## config.mk

```make
export PLATFORM = sky130hd
export DESIGN_NAME = mcuie_core
export DESIGN_NICKNAME = d
export VERILOG_FILES = /design/src/mcuie_pkg.sv /design/src/mcuie_alu_if.sv /design/src/mcuie_alu.sv /design/src/mcuie_core.sv
export SDC_FILE = /design/constraint.sdc
export NUM_CORES = 1
export LEC_CHECK = 0
export ABC_AREA = 1
export BUFFER_PORTS_ARGS = -buffer_cell sky130_fd_sc_hd__clkbuf_2
export CAP_MARGIN = 0
export CELL_PAD_IN_SITES_DETAIL_PLACEMENT = 0
export CELL_PAD_IN_SITES_GLOBAL_PLACEMENT = 1
export CORE_UTILIZATION = 44
export CTS_BUF_LIST = sky130_fd_sc_hd__clkbuf_16
export DETAILED_ROUTE_END_ITERATION = 8
export PLACE_DENSITY_LB_ADDON = 0.2
export SETUP_SLACK_MARGIN = 0.05
export SLEW_MARGIN = 20
export SYNTH_ARGS = -nofsm -noshare
export SYNTH_HDL_FRONTEND = slang
export SYNTH_SLANG_ARGS = --single-unit
```

## constraint.sdc

```tcl
create_clock -name clk -period 3.89 [get_ports clk]
set_input_delay 0.5835 -clock clk [delete_from_list [all_inputs] [get_ports clk]]
set_output_delay 0.5835 -clock clk [all_outputs]
set_load 0.01 [all_outputs]
```

## src/mcuie_pkg.sv

```systemverilog
// Shared constants for the instruction execution core: phases, opcode
// classes, ALU operations and reset values.
// Assumes a single system clock and external program and data memories.
package mcuie_pkg;

    // ----------------------------------------------------------------
    // Sizes and reset values
    // ----------------------------------------------------------------
    localparam int          PC_W          = 12;
    localparam int          STACK_DEPTH   = 4;
    localparam int          ICYCLE_CLKS   = 4;
    localparam logic [11:0] PC_RESET      = 12'h000;
    localparam logic [7:0]  PCL_ADDR      = 8'h06;   // Data address of pc low byte

    // ----------------------------------------------------------------
    // Phases of one instruction cycle, one-hot
    // ----------------------------------------------------------------
    typedef enum logic [3:0] {
        PH_ADDR   = 4'h1,
        PH_LATCH  = 4'h2,
        PH_DECODE = 4'h4,
        PH_EXEC   = 4'h8
    } mcuie_phase_e;

    // ----------------------------------------------------------------
    // Opcode classes in bits 15:12 of the instruction word
    // ----------------------------------------------------------------
    localparam logic [3:0] CLS_MOV_A_M = 4'h0;
    localparam logic [3:0] CLS_MOV_M_A = 4'h1;
    localparam logic [3:0] CLS_MOV_A_X = 4'h2;
    localparam logic [3:0] CLS_ALU_M   = 4'h3;
    localparam logic [3:0] CLS_ALU_TOM = 4'h4;
    localparam logic [3:0] CLS_ALU_X   = 4'h5;
    localparam logic [3:0] CLS_UNARY   = 4'h6;
    localparam logic [3:0] CLS_SETB    = 4'h7;
    localparam logic [3:0] CLS_CLRB    = 4'h8;
    localparam logic [3:0] CLS_SKZ_BIT = 4'h9;
    localparam logic [3:0] CLS_SKS_BIT = 4'hA;
    localparam logic [3:0] CLS_SKZ_M   = 4'hB;
    localparam logic [3:0] CLS_JUMP    = 4'hC;
    localparam logic [3:0] CLS_CALL    = 4'hD;
    localparam logic [3:0] CLS_CTRL    = 4'hE;

    // Sub codes of the control class in bits 11:8
    localparam logic [3:0] CTRL_RET    = 4'h0;
    localparam logic [3:0] CTRL_RETURN_FROM_INTERRUPT_OP   = 4'h1;
    localparam logic [3:0] CTRL_TABRD  = 4'h2;

    // ----------------------------------------------------------------
    // ALU operations
    // ----------------------------------------------------------------
    localparam logic [3:0] OP_ADD  = 4'h0;
    localparam logic [3:0] OP_ADC  = 4'h1;
    localparam logic [3:0] OP_SUB  = 4'h2;
    localparam logic [3:0] OP_SBC  = 4'h3;
    localparam logic [3:0] OP_AND  = 4'h4;
    localparam logic [3:0] OP_OR   = 4'h5;
    localparam logic [3:0] OP_XOR  = 4'h6;
    localparam logic [3:0] OP_INC  = 4'h8;
    localparam logic [3:0] OP_DEC  = 4'h9;
    localparam logic [3:0] OP_CPL  = 4'hA;
    localparam logic [3:0] OP_RR   = 4'hB;
    localparam logic [3:0] OP_RL   = 4'hC;
    localparam logic [3:0] OP_RRC  = 4'hD;
    localparam logic [3:0] OP_RLC  = 4'hE;
    localparam logic [3:0] OP_CLR  = 4'hF;

endpackage

```

## src/mcuie_alu_if.sv

```systemverilog
// Interface between the sequencer and its ALU.
// Assumes the ALU is purely combinational.
`timescale 1ns/10ps
interface mcuie_alu_if;
    logic [3:0] op;
    logic [7:0] a;
    logic [7:0] b;
    logic       cin;
    logic [7:0] res;
    logic       cout;
    logic       c_upd;
    logic       z_upd;

    modport core (output op, a, b, cin, input res, cout, c_upd, z_upd);
    modport alu  (input op, a, b, cin, output res, cout, c_upd, z_upd);
endinterface

```

## src/mcuie_alu.sv

```systemverilog
// Combinational 8-bit ALU: add, subtract, logic, inc/dec, rotates.
// Assumes the caller holds accumulator on a and operand on b.
`timescale 1ns/10ps
module mcuie_alu (
    mcuie_alu_if.alu bus
);

    // ----------------------------------------------------------------
    // Operation select
    // ----------------------------------------------------------------
    always_comb begin
        logic [8:0] t;
        t         = 9'h000;
        bus.res   = 8'h00;
        bus.cout  = 1'b0;
        bus.c_upd = 1'b0;
        bus.z_upd = 1'b1;
        case (bus.op)
            mcuie_pkg::OP_ADD, mcuie_pkg::OP_ADC: begin
                t = {1'b0, bus.a} + {1'b0, bus.b}
                    + {8'h00, bus.cin & (bus.op == mcuie_pkg::OP_ADC)};
                bus.res   = t[7:0];
                bus.cout  = t[8];                  // Carry above 255
                bus.c_upd = 1'b1;
            end
            mcuie_pkg::OP_SUB, mcuie_pkg::OP_SBC: begin
                t = {1'b0, bus.a} - {1'b0, bus.b}
                    - {8'h00, bus.cin & (bus.op == mcuie_pkg::OP_SBC)};
                bus.res   = t[7:0];
                bus.cout  = t[8];                  // Borrow below 0
                bus.c_upd = 1'b1;
            end
            mcuie_pkg::OP_AND: bus.res = bus.a & bus.b;
            mcuie_pkg::OP_OR:  bus.res = bus.a | bus.b;
            mcuie_pkg::OP_XOR: bus.res = bus.a ^ bus.b;
            mcuie_pkg::OP_CPL: bus.res = ~bus.b;
            mcuie_pkg::OP_INC: bus.res = bus.b + 8'h01;
            mcuie_pkg::OP_DEC: bus.res = bus.b - 8'h01;
            mcuie_pkg::OP_RR: begin
                bus.res   = {bus.b[0], bus.b[7:1]};
                bus.z_upd = 1'b0;
            end
            mcuie_pkg::OP_RL: begin
                bus.res   = {bus.b[6:0], bus.b[7]};
                bus.z_upd = 1'b0;
            end
            mcuie_pkg::OP_RRC: begin
                bus.res   = {bus.cin, bus.b[7:1]};
                bus.cout  = bus.b[0];
                bus.c_upd = 1'b1;
                bus.z_upd = 1'b0;
            end
            mcuie_pkg::OP_RLC: begin
                bus.res   = {bus.b[6:0], bus.cin};
                bus.cout  = bus.b[7];
                bus.c_upd = 1'b1;
                bus.z_upd = 1'b0;
            end
            mcuie_pkg::OP_CLR: bus.res = 8'h00;
            default:           bus.z_upd = 1'b0;         // Unused codes leave flags
        endcase
    end

endmodule // mcuie_alu

```

## src/mcuie_core.sv

```systemverilog
// Instruction sequencer and execution core of the 8-bit controller.
// Assumes program and data memories on the same clock, with read data
// valid combinationally from the address this core drives.
`timescale 1ns/10ps
// How it works
// - Every instruction cycle is built from four system clock phases.
// - Plain instructions take one instruction cycle; jump, call, return and table read take two.
// - Writing the pc low byte jumps to the new address and costs one extra cycle.
// - A skip test that does not skip takes one cycle; a skip that fires takes one more.
// - Data moves cover register to accumulator, accumulator to register and constant to accumulator.
// - Adds flag carry above 255 and subtracts flag borrow below 0 in the carry bit.
// - Increment and decrement change the operand by exactly one, to memory or accumulator.
// - AND, OR, XOR and complement set the zero flag on a zero result, to memory or accumulator.
// - Rotates move one bit; through-carry rotates swap the outgoing bit with the carry.
// - Return resumes right after the call; a jump keeps no return address.
// - Conditional branches test a location or bit and go on or skip the next instruction.
// - Bit set and clear change one bit of a location by read-modify-write.
// - Table read fetches a program memory word and writes its low byte to the addressed data location.
module mcuie_core #(
    parameter int PC_W  = mcuie_pkg::PC_W,
    parameter int DEPTH = mcuie_pkg::STACK_DEPTH
) (
    input  wire logic            clk,
    input  wire logic            rst_b,
    output      logic [PC_W-1:0] pm_addr,
    input  wire logic [15:0]     pm_data,
    output      logic [7:0]      dm_addr,
    output      logic [7:0]      dm_wdata,
    output      logic            dm_we,
    input  wire logic [7:0]      dm_rdata,
    output      logic [7:0]      acc,
    output      logic            carry,
    output      logic            zero,
    output      logic [PC_W-1:0] pc,
    output      logic            inst_done
);

    localparam int SPW = (DEPTH > 1) ? $clog2(DEPTH) : 1;

    // ----------------------------------------------------------------
    // State
    // ----------------------------------------------------------------
    typedef struct packed {
        mcuie_pkg::mcuie_phase_e       phase;
        logic                          dummy;    // Second instruction cycle
        logic                          tbl;      // Second cycle fetches table word
        logic [15:0]                   instr;
        logic [PC_W-1:0]               pc;
        logic [7:0]                    acc;
        logic                          c;
        logic                          z;
        logic [7:0]                    opnd;     // Operand seen at execute
        logic [SPW-1:0]                sp;
        logic [DEPTH-1:0][PC_W-1:0]    stack;
        logic [PC_W-1:0]               pm_addr;
        logic [7:0]                    dm_addr;
        logic [7:0]                    dm_wdata;
        logic                          dm_we;
        logic                          done;
    } mcuie_state_s;

    mcuie_state_s st;
    mcuie_state_s next_st;
    mcuie_alu_if  alu_bus ();

    // Mask of one selected bit, used by set, clear and bit skips
    function automatic logic [7:0] bit_mask(input logic [2:0] i);
        bit_mask = 8'h01 << i;
    endfunction

    // ----------------------------------------------------------------
    // Operand and ALU hookup
    // ----------------------------------------------------------------
    logic [3:0] cls;
    logic [7:0] opnd;
    assign cls  = st.instr[15:12];
    // Reading the pc low byte sees the live counter, not memory
    assign opnd = (st.dm_addr == mcuie_pkg::PCL_ADDR) ? st.pc[7:0] : dm_rdata;
    assign alu_bus.a   = st.acc;
    assign alu_bus.b   = (cls == mcuie_pkg::CLS_ALU_X) ? st.instr[7:0] : opnd;
    assign alu_bus.cin = st.c;
    assign alu_bus.op  = {cls == mcuie_pkg::CLS_UNARY, st.instr[10:8]};

    mcuie_alu u_alu (
        .bus (alu_bus.alu)
    );

    // ----------------------------------------------------------------
    // Sequencer and execute
    // ----------------------------------------------------------------
    always_comb begin
        logic            wr;
        logic [7:0]      wv;
        logic            flags;
        logic            skip;
        logic [PC_W-1:0] pc_inc;
        logic [SPW-1:0]  sp_dn;
        wr      = 1'b0;
        wv      = 8'h00;
        flags   = 1'b0;
        skip    = 1'b0;
        pc_inc  = st.pc + 1'b1;
        sp_dn   = (st.sp == '0) ? SPW'(DEPTH - 1) : st.sp - 1'b1;
        next_st = st;
        next_st.dm_we = 1'b0;
        next_st.done  = 1'b0;
        case (st.phase)
            mcuie_pkg::PH_ADDR: next_st.phase = mcuie_pkg::PH_LATCH;
            mcuie_pkg::PH_LATCH: begin
                next_st.phase = mcuie_pkg::PH_DECODE;
                if (!st.dummy) begin
                    next_st.instr   = pm_data;
                    next_st.dm_addr = pm_data[7:0];
                end else if (st.tbl) begin
                    next_st.dm_wdata = pm_data[7:0];
                    next_st.dm_we    = 1'b1;
                end
            end
            mcuie_pkg::PH_DECODE: next_st.phase = mcuie_pkg::PH_EXEC;
            mcuie_pkg::PH_EXEC: begin
                next_st.phase = mcuie_pkg::PH_ADDR;
                if (st.dummy) begin
                    // Spare cycle ends; fetch resumes at the settled pc
                    next_st.dummy   = 1'b0;
                    next_st.tbl     = 1'b0;
                    next_st.pm_addr = st.pc;
                end else begin
                    next_st.done = 1'b1;
                    next_st.opnd = opnd;
                    next_st.pc   = pc_inc;
                    case (cls)
                        mcuie_pkg::CLS_MOV_A_M: next_st.acc = opnd;
                        mcuie_pkg::CLS_MOV_A_X: next_st.acc = st.instr[7:0];
                        mcuie_pkg::CLS_MOV_M_A: begin
                            wr = 1'b1;
                            wv = st.acc;
                        end
                        mcuie_pkg::CLS_ALU_M, mcuie_pkg::CLS_ALU_X: begin
                            next_st.acc = alu_bus.res;
                            flags       = 1'b1;
                        end
                        mcuie_pkg::CLS_ALU_TOM: begin
                            wr    = 1'b1;
                            wv    = alu_bus.res;
                            flags = 1'b1;
                        end
                        mcuie_pkg::CLS_UNARY: begin
                            flags = 1'b1;
                            if (st.instr[11]) begin
                                next_st.acc = alu_bus.res;
                            end else begin
                                wr = 1'b1;
                                wv = alu_bus.res;
                            end
                        end
                        mcuie_pkg::CLS_SETB: begin
                            wr = 1'b1;
                            wv = opnd | bit_mask(st.instr[10:8]);
                        end
                        mcuie_pkg::CLS_CLRB: begin
                            wr = 1'b1;
                            wv = opnd & ~bit_mask(st.instr[10:8]);
                        end
                        mcuie_pkg::CLS_SKZ_BIT: skip = (opnd & bit_mask(st.instr[10:8])) == 8'h00;
                        mcuie_pkg::CLS_SKS_BIT: skip = (opnd & bit_mask(st.instr[10:8])) != 8'h00;
                        mcuie_pkg::CLS_SKZ_M:   skip = (opnd == 8'h00);
                        mcuie_pkg::CLS_JUMP: begin
                            next_st.pc    = st.instr[PC_W-1:0];
                            next_st.dummy = 1'b1;
                        end
                        mcuie_pkg::CLS_CALL: begin
                            next_st.stack[st.sp] = pc_inc;
                            next_st.sp    = (st.sp == SPW'(DEPTH - 1)) ? '0 : st.sp + 1'b1;
                            next_st.pc    = st.instr[PC_W-1:0];
                            next_st.dummy = 1'b1;
                        end
                        mcuie_pkg::CLS_CTRL: begin
                            if (st.instr[11:8] == mcuie_pkg::CTRL_RET
                                || st.instr[11:8] == mcuie_pkg::CTRL_RETURN_FROM_INTERRUPT_OP) begin
                                next_st.sp    = sp_dn;
                                next_st.pc    = st.stack[sp_dn];
                                next_st.dummy = 1'b1;
                            end else if (st.instr[11:8] == mcuie_pkg::CTRL_TABRD) begin
                                next_st.dummy = 1'b1;
                                next_st.tbl   = 1'b1;
                            end
                        end
                        default: ;                                            // No operation
                    endcase
                    if (flags && alu_bus.c_upd) next_st.c = alu_bus.cout;
                    if (flags && alu_bus.z_upd) next_st.z = (alu_bus.res == 8'h00);
                    if (skip) begin
                        next_st.pc    = st.pc + 2'h2;
                        next_st.dummy = 1'b1;
                    end
                    // Low pc byte is a register here, so a write to it is a jump
                    if (wr && st.dm_addr == mcuie_pkg::PCL_ADDR) begin
                        next_st.pc    = {st.pc[PC_W-1:8], wv};
                        next_st.dummy = 1'b1;
                    end else if (wr) begin
                        next_st.dm_wdata = wv;
                        next_st.dm_we    = 1'b1;
                    end
                    // Table page is the current pc page, index is the accumulator
                    next_st.pm_addr = next_st.tbl ? {st.pc[PC_W-1:8], st.acc} : next_st.pc;
                end
            end
            default: next_st.phase = mcuie_pkg::PH_ADDR;
        endcase
    end

    // ----------------------------------------------------------------
    // State register
    // ----------------------------------------------------------------
    always_ff @(posedge clk or negedge rst_b) begin
        if (!rst_b) begin
            st         <= '0;
            st.phase   <= mcuie_pkg::PH_ADDR;
            st.pc      <= PC_W'(mcuie_pkg::PC_RESET);
            st.pm_addr <= PC_W'(mcuie_pkg::PC_RESET);
        end else begin
            st <= next_st;
        end
    end

    assign pm_addr   = st.pm_addr;
    assign dm_addr   = st.dm_addr;
    assign dm_wdata  = st.dm_wdata;
    assign dm_we     = st.dm_we;
    assign acc       = st.acc;
    assign carry     = st.c;
    assign zero      = st.z;
    assign pc        = st.pc;
    assign inst_done = st.done;
endmodule // mcuie_core

```

==> run_results.csv <==
group,metric,value,unit
detailed_routing,vias,8919,
global_route,global_route_wire_length_before_repair,46900,um
floorplanning,coreArea,19700,sq um
clocking,clk_pin_slew,0.06,ns
synthesis,synth_cell_type_count,52,
clocking,cts_tree,"done",
global_route,antenna_violations_before_repair,0,
timing,setup_repair_after_global_routing_missed_its_margin,"yes",
clocking,root_buffer,"clkbuf_16",
timing,setup_viol,0,
worst_setup_path,cp_common_cell,"nand2_1",
timing,slew_headroom,0.315,
cells_and_area,layout-area-overhead-vs-synth,14.7,%
detailed_routing,drc,0,
cells_and_area,final_layout_size_suffix_gt1_frac,0.167,
synthesis,synth_async_sr_flop_share,1.00,
timing,totalNegativeSetupSlack,0,ns
worst_setup_path,kind_of_capture_point_of_the_worst_setup_path,"register",
place,pre_cts_slack,-0.0192,ns
run,max-cap-violations,0,
timing,slew_at_the_pin_closest_to_its_max_slew_limit,1.02,ns
synthesis,synth_top_area_frac,0.324,
detailed_routing,avgRoutedWirePerCell,18.6,um
synthesis,synth_most_common_cell,"nand2_1",
worst_setup_path,worst_setup_path_start_kind,"register",
detailed_routing,final_antenna_net_count,0,
synthesis,synth_warnings,0,
power_and_ir_drop,power.density_cell_area,730,nW/um^2
synthesis,synth_top_cells_by_area,"dfrtp_1 32%, nand2_1 15%, inv_1 6.8%, o21ai_0 6.0%, ha_1 5.9%",
clocking,cts.sinks,116,
clocking,ctsHoldBuffers,0,
timing,worst_clock_skew,0.0125,ns
timing,final.period_utilization,0.937,
worst_setup_path,critical_path_rt,4.19,ns
timing,hold_violations,0,
clocking,clk_path_buf_depth,2,
power_and_ir_drop,leakage_power_total,5.25,nW
floorplanning,io_pins,78,
synthesis,netlist.top_cell.by_area,"dfrtp_1",
place,io_buffers,77,
synthesis,synth_flop_cell,"dfrtp_1",
cells_and_area,filler_cell_count,2086,
floorplanning,floorplan.die_area,20800,sq um
floorplanning,fp-row-count,51,
global_route,grt_max_degree,69,
clocking,htree_levels,4,
worst_setup_path,crit_slowest_cell,"dfrtp_1",
worst_setup_path,critPathKind,"reg -> reg",
timing,setup_ws,0.244,ns
synthesis,number_of_enable_type_register_cells_in_the_synthesized_netlist,0,
detailed_routing,final_wirelength,30200,um
synthesis,postSynthCellCount,1278,
clocking,worst_skew_pair.late_latency,0.43,ns
floorplanning,dieWidth,144,um
detailed_routing,detailedRoute.firstPassIterationCount,5,
detailed_routing,dr.first_iter.drc_count,674,
synthesis,synth.ff_latch_count,116,
timing,fmax,274,MHz
clocking,cts-buffers-inserted,17,
power_and_ir_drop,max-vdd-ir-drop,0.364,mV
synthesis,syn_nets,1350,
synthesis,synth_commonest_cells,"354 x nand2_1, 162 x inv_1, 115 x dfrtp_1, 106 x o21ai_0, 89 x nor2_1",
worst_hold_path,min-delay-path-class,"in -> async",
global_route,gr-total-overflow,0,
synthesis,synthesis.area_per_instance,6.96,sq um
global_route,first_global_vias,8166,
place,gp_routability_congestion,0.947,
detailed_routing,routed_via_density,5.49,
timing,final.min_clock_period,3.65,ns
floorplanning,start_util,0.452,
worst_setup_path,critPathArrivalTime,3.94,ns
cells_and_area,insertedDiodeCount,0,
worst_setup_path,worst-path-max-fanout,7,
cells_and_area,finish.instance_area,10200,sq um
synthesis,yosysSeqAreaShare,0.327,
place,place_inst,1590,
global_route,grt_usage,0.304,
place,dp_hpwl,23500,um
cells_and_area,num-nets-final,1420,
status,result_of_the_run,"complete, no violations",
timing,slew_violations,0,
synthesis,syn_area,8890,sq um
cells_and_area,layoutNonFillerInstCount,1626,
worst_setup_path,critical-path-max-stage-delay,0.39,ns
floorplanning,die_h,144,um
place,post_place_instance_area,9490,sq um
per-layer routing:
layer  vias up  global-route usage  part of all wire
met5         -                   0                 0
met4         0              0.0820             0.017
met3        39              0.0457             0.061
met2       322               0.477              0.46
met1      4258               0.434              0.47
li1       4300                   -                 -
kinds of logic (layout without fill, tap and decap cells):
| group | Yosys count | count (layout) | synth area share |
|---|---|---|---|
| buffers and inverters | 248 | 331 | 0.127 |
| muxes | 2 | 2 | 0.00253 |
| and+or+nand+nor | 585 | 585 | 0.284 |
| AOI/OAI and AO/OA | 263 | 263 | 0.174 |
| adders and majority gates | 46 | 46 | 0.0681 |
| DFF | 116 | 116 | 0.327 |
| xor gates and xnor gates | 18 | 18 | 0.0177 |
sequential cells by signal, summed over array words and instances, names as in the netlist, 3 cells and up:
name and cells:
dm_wdata 8, acc 8, pc 12, alu_bus.op 3, pm_addr 12, cls 4
st 65
layout by cell type, fill, tap and decap left out, drive strengths merged, types with 4 or more instances in the layout:
master | Yosys | final
a21oi | 66 | 66
inv | 167 | 172
clkinvlp | 0 | 4
o221ai | 15 | 15
clkinv | 4 | 9
a221oi | 7 | 7
o22ai | 15 | 15
nand2 | 359 | 359
o211ai | 10 | 10
nor2 | 96 | 96
a22oi | 8 | 8
nand4 | 17 | 17
fa | 4 | 4
dfrtp | 115 | 115
o21ai | 124 | 124
a31oi | 8 | 8
clkbuf | 21 | 93
nand3b | 6 | 6
buf | 56 | 52
or2 | 7 | 7
nor3 | 17 | 17
xor2 | 16 | 16
ha | 42 | 42
nand3 | 82 | 82
power by group:
| part | total [mW] | switching, mW | internal [mW] |
|---|---|---|---|
| Sequential | 1.95 | 0.386 | 1.57 |
| Combinational | 4.00 | 2.62 | 1.38 |
| Clock | 1.50 | 0.617 | 0.878 |
worst paths after layout:
| check | from | slack (ns) | end | depth (start not counted) |
|---|---|---|---|---|
| min reg2reg | st[131]$_DFF_PN0_ | 0.45 | st[131]$_DFF_PN0_ | 1 |
| max | st[115]$_DFFE_PN0P_ | 0.24 | pc[6]$_DFFE_PN0P_ | 32 |
| min | rst_b | 0.18 | st[74]$_DFFE_PN0P_ | 1 |
| max reg2reg | st[115]$_DFFE_PN0P_ | 0.24 | pc[6]$_DFFE_PN0P_ | 32 |
| max in group asynchronous | rst_b | 2.86 | st[128]$_DFF_PN1_ | 2 |
| min in group clk | pm_data[8] | 0.40 | alu_bus.op[0]$_DFFE_PN0P_ | 3 |
critical path, delay by kind of cell (launching register included):
kind,cells,cell delay [ns]
compound gates,2,0.14
buf+inv,5,0.27
simple gates,23,2.26
fa+ha+maj,2,0.47
flops,1,0.39
final cells by class:
type | count | area [sq um] | share of cell area
multi-input cells | 914 | 4980 | 0.489
clock inverters | 15 | 129 | 0.0126
clock buffers | 17 | 425 | 0.0417
flip-flops and latches | 116 | 2900 | 0.285
inverters | 171 | 642 | 0.0629
well taps | 265 | 332 | 0.0325
repair buffers | 128 | 783 | 0.0768
through the flow:
step | total power, mW | hold WS [ns] | utilization
6_report | 7.45 | 0.178 | 0.519
5_1_grt | 8.01 | 0.222 | 0.519
4_1_cts | 7.31 | 0.196 | 0.511
3_5_place_dp | 5.78 | 0.446 | 0.483
3_3_place_gp | 5.78 | 0.434 | 0.483
2_1_floorplan | 4.58 | 0.288 | -
what timing repair did:
item                                    CTS  global route
buffers inserted                          0             4
gates resized for setup                   3            30
endpoints found under the hold margin     0             0
endpoints found under the setup margin    4            24
pin swaps                                 0             8
No activity file was read; power rests on OpenSTA's default activity.
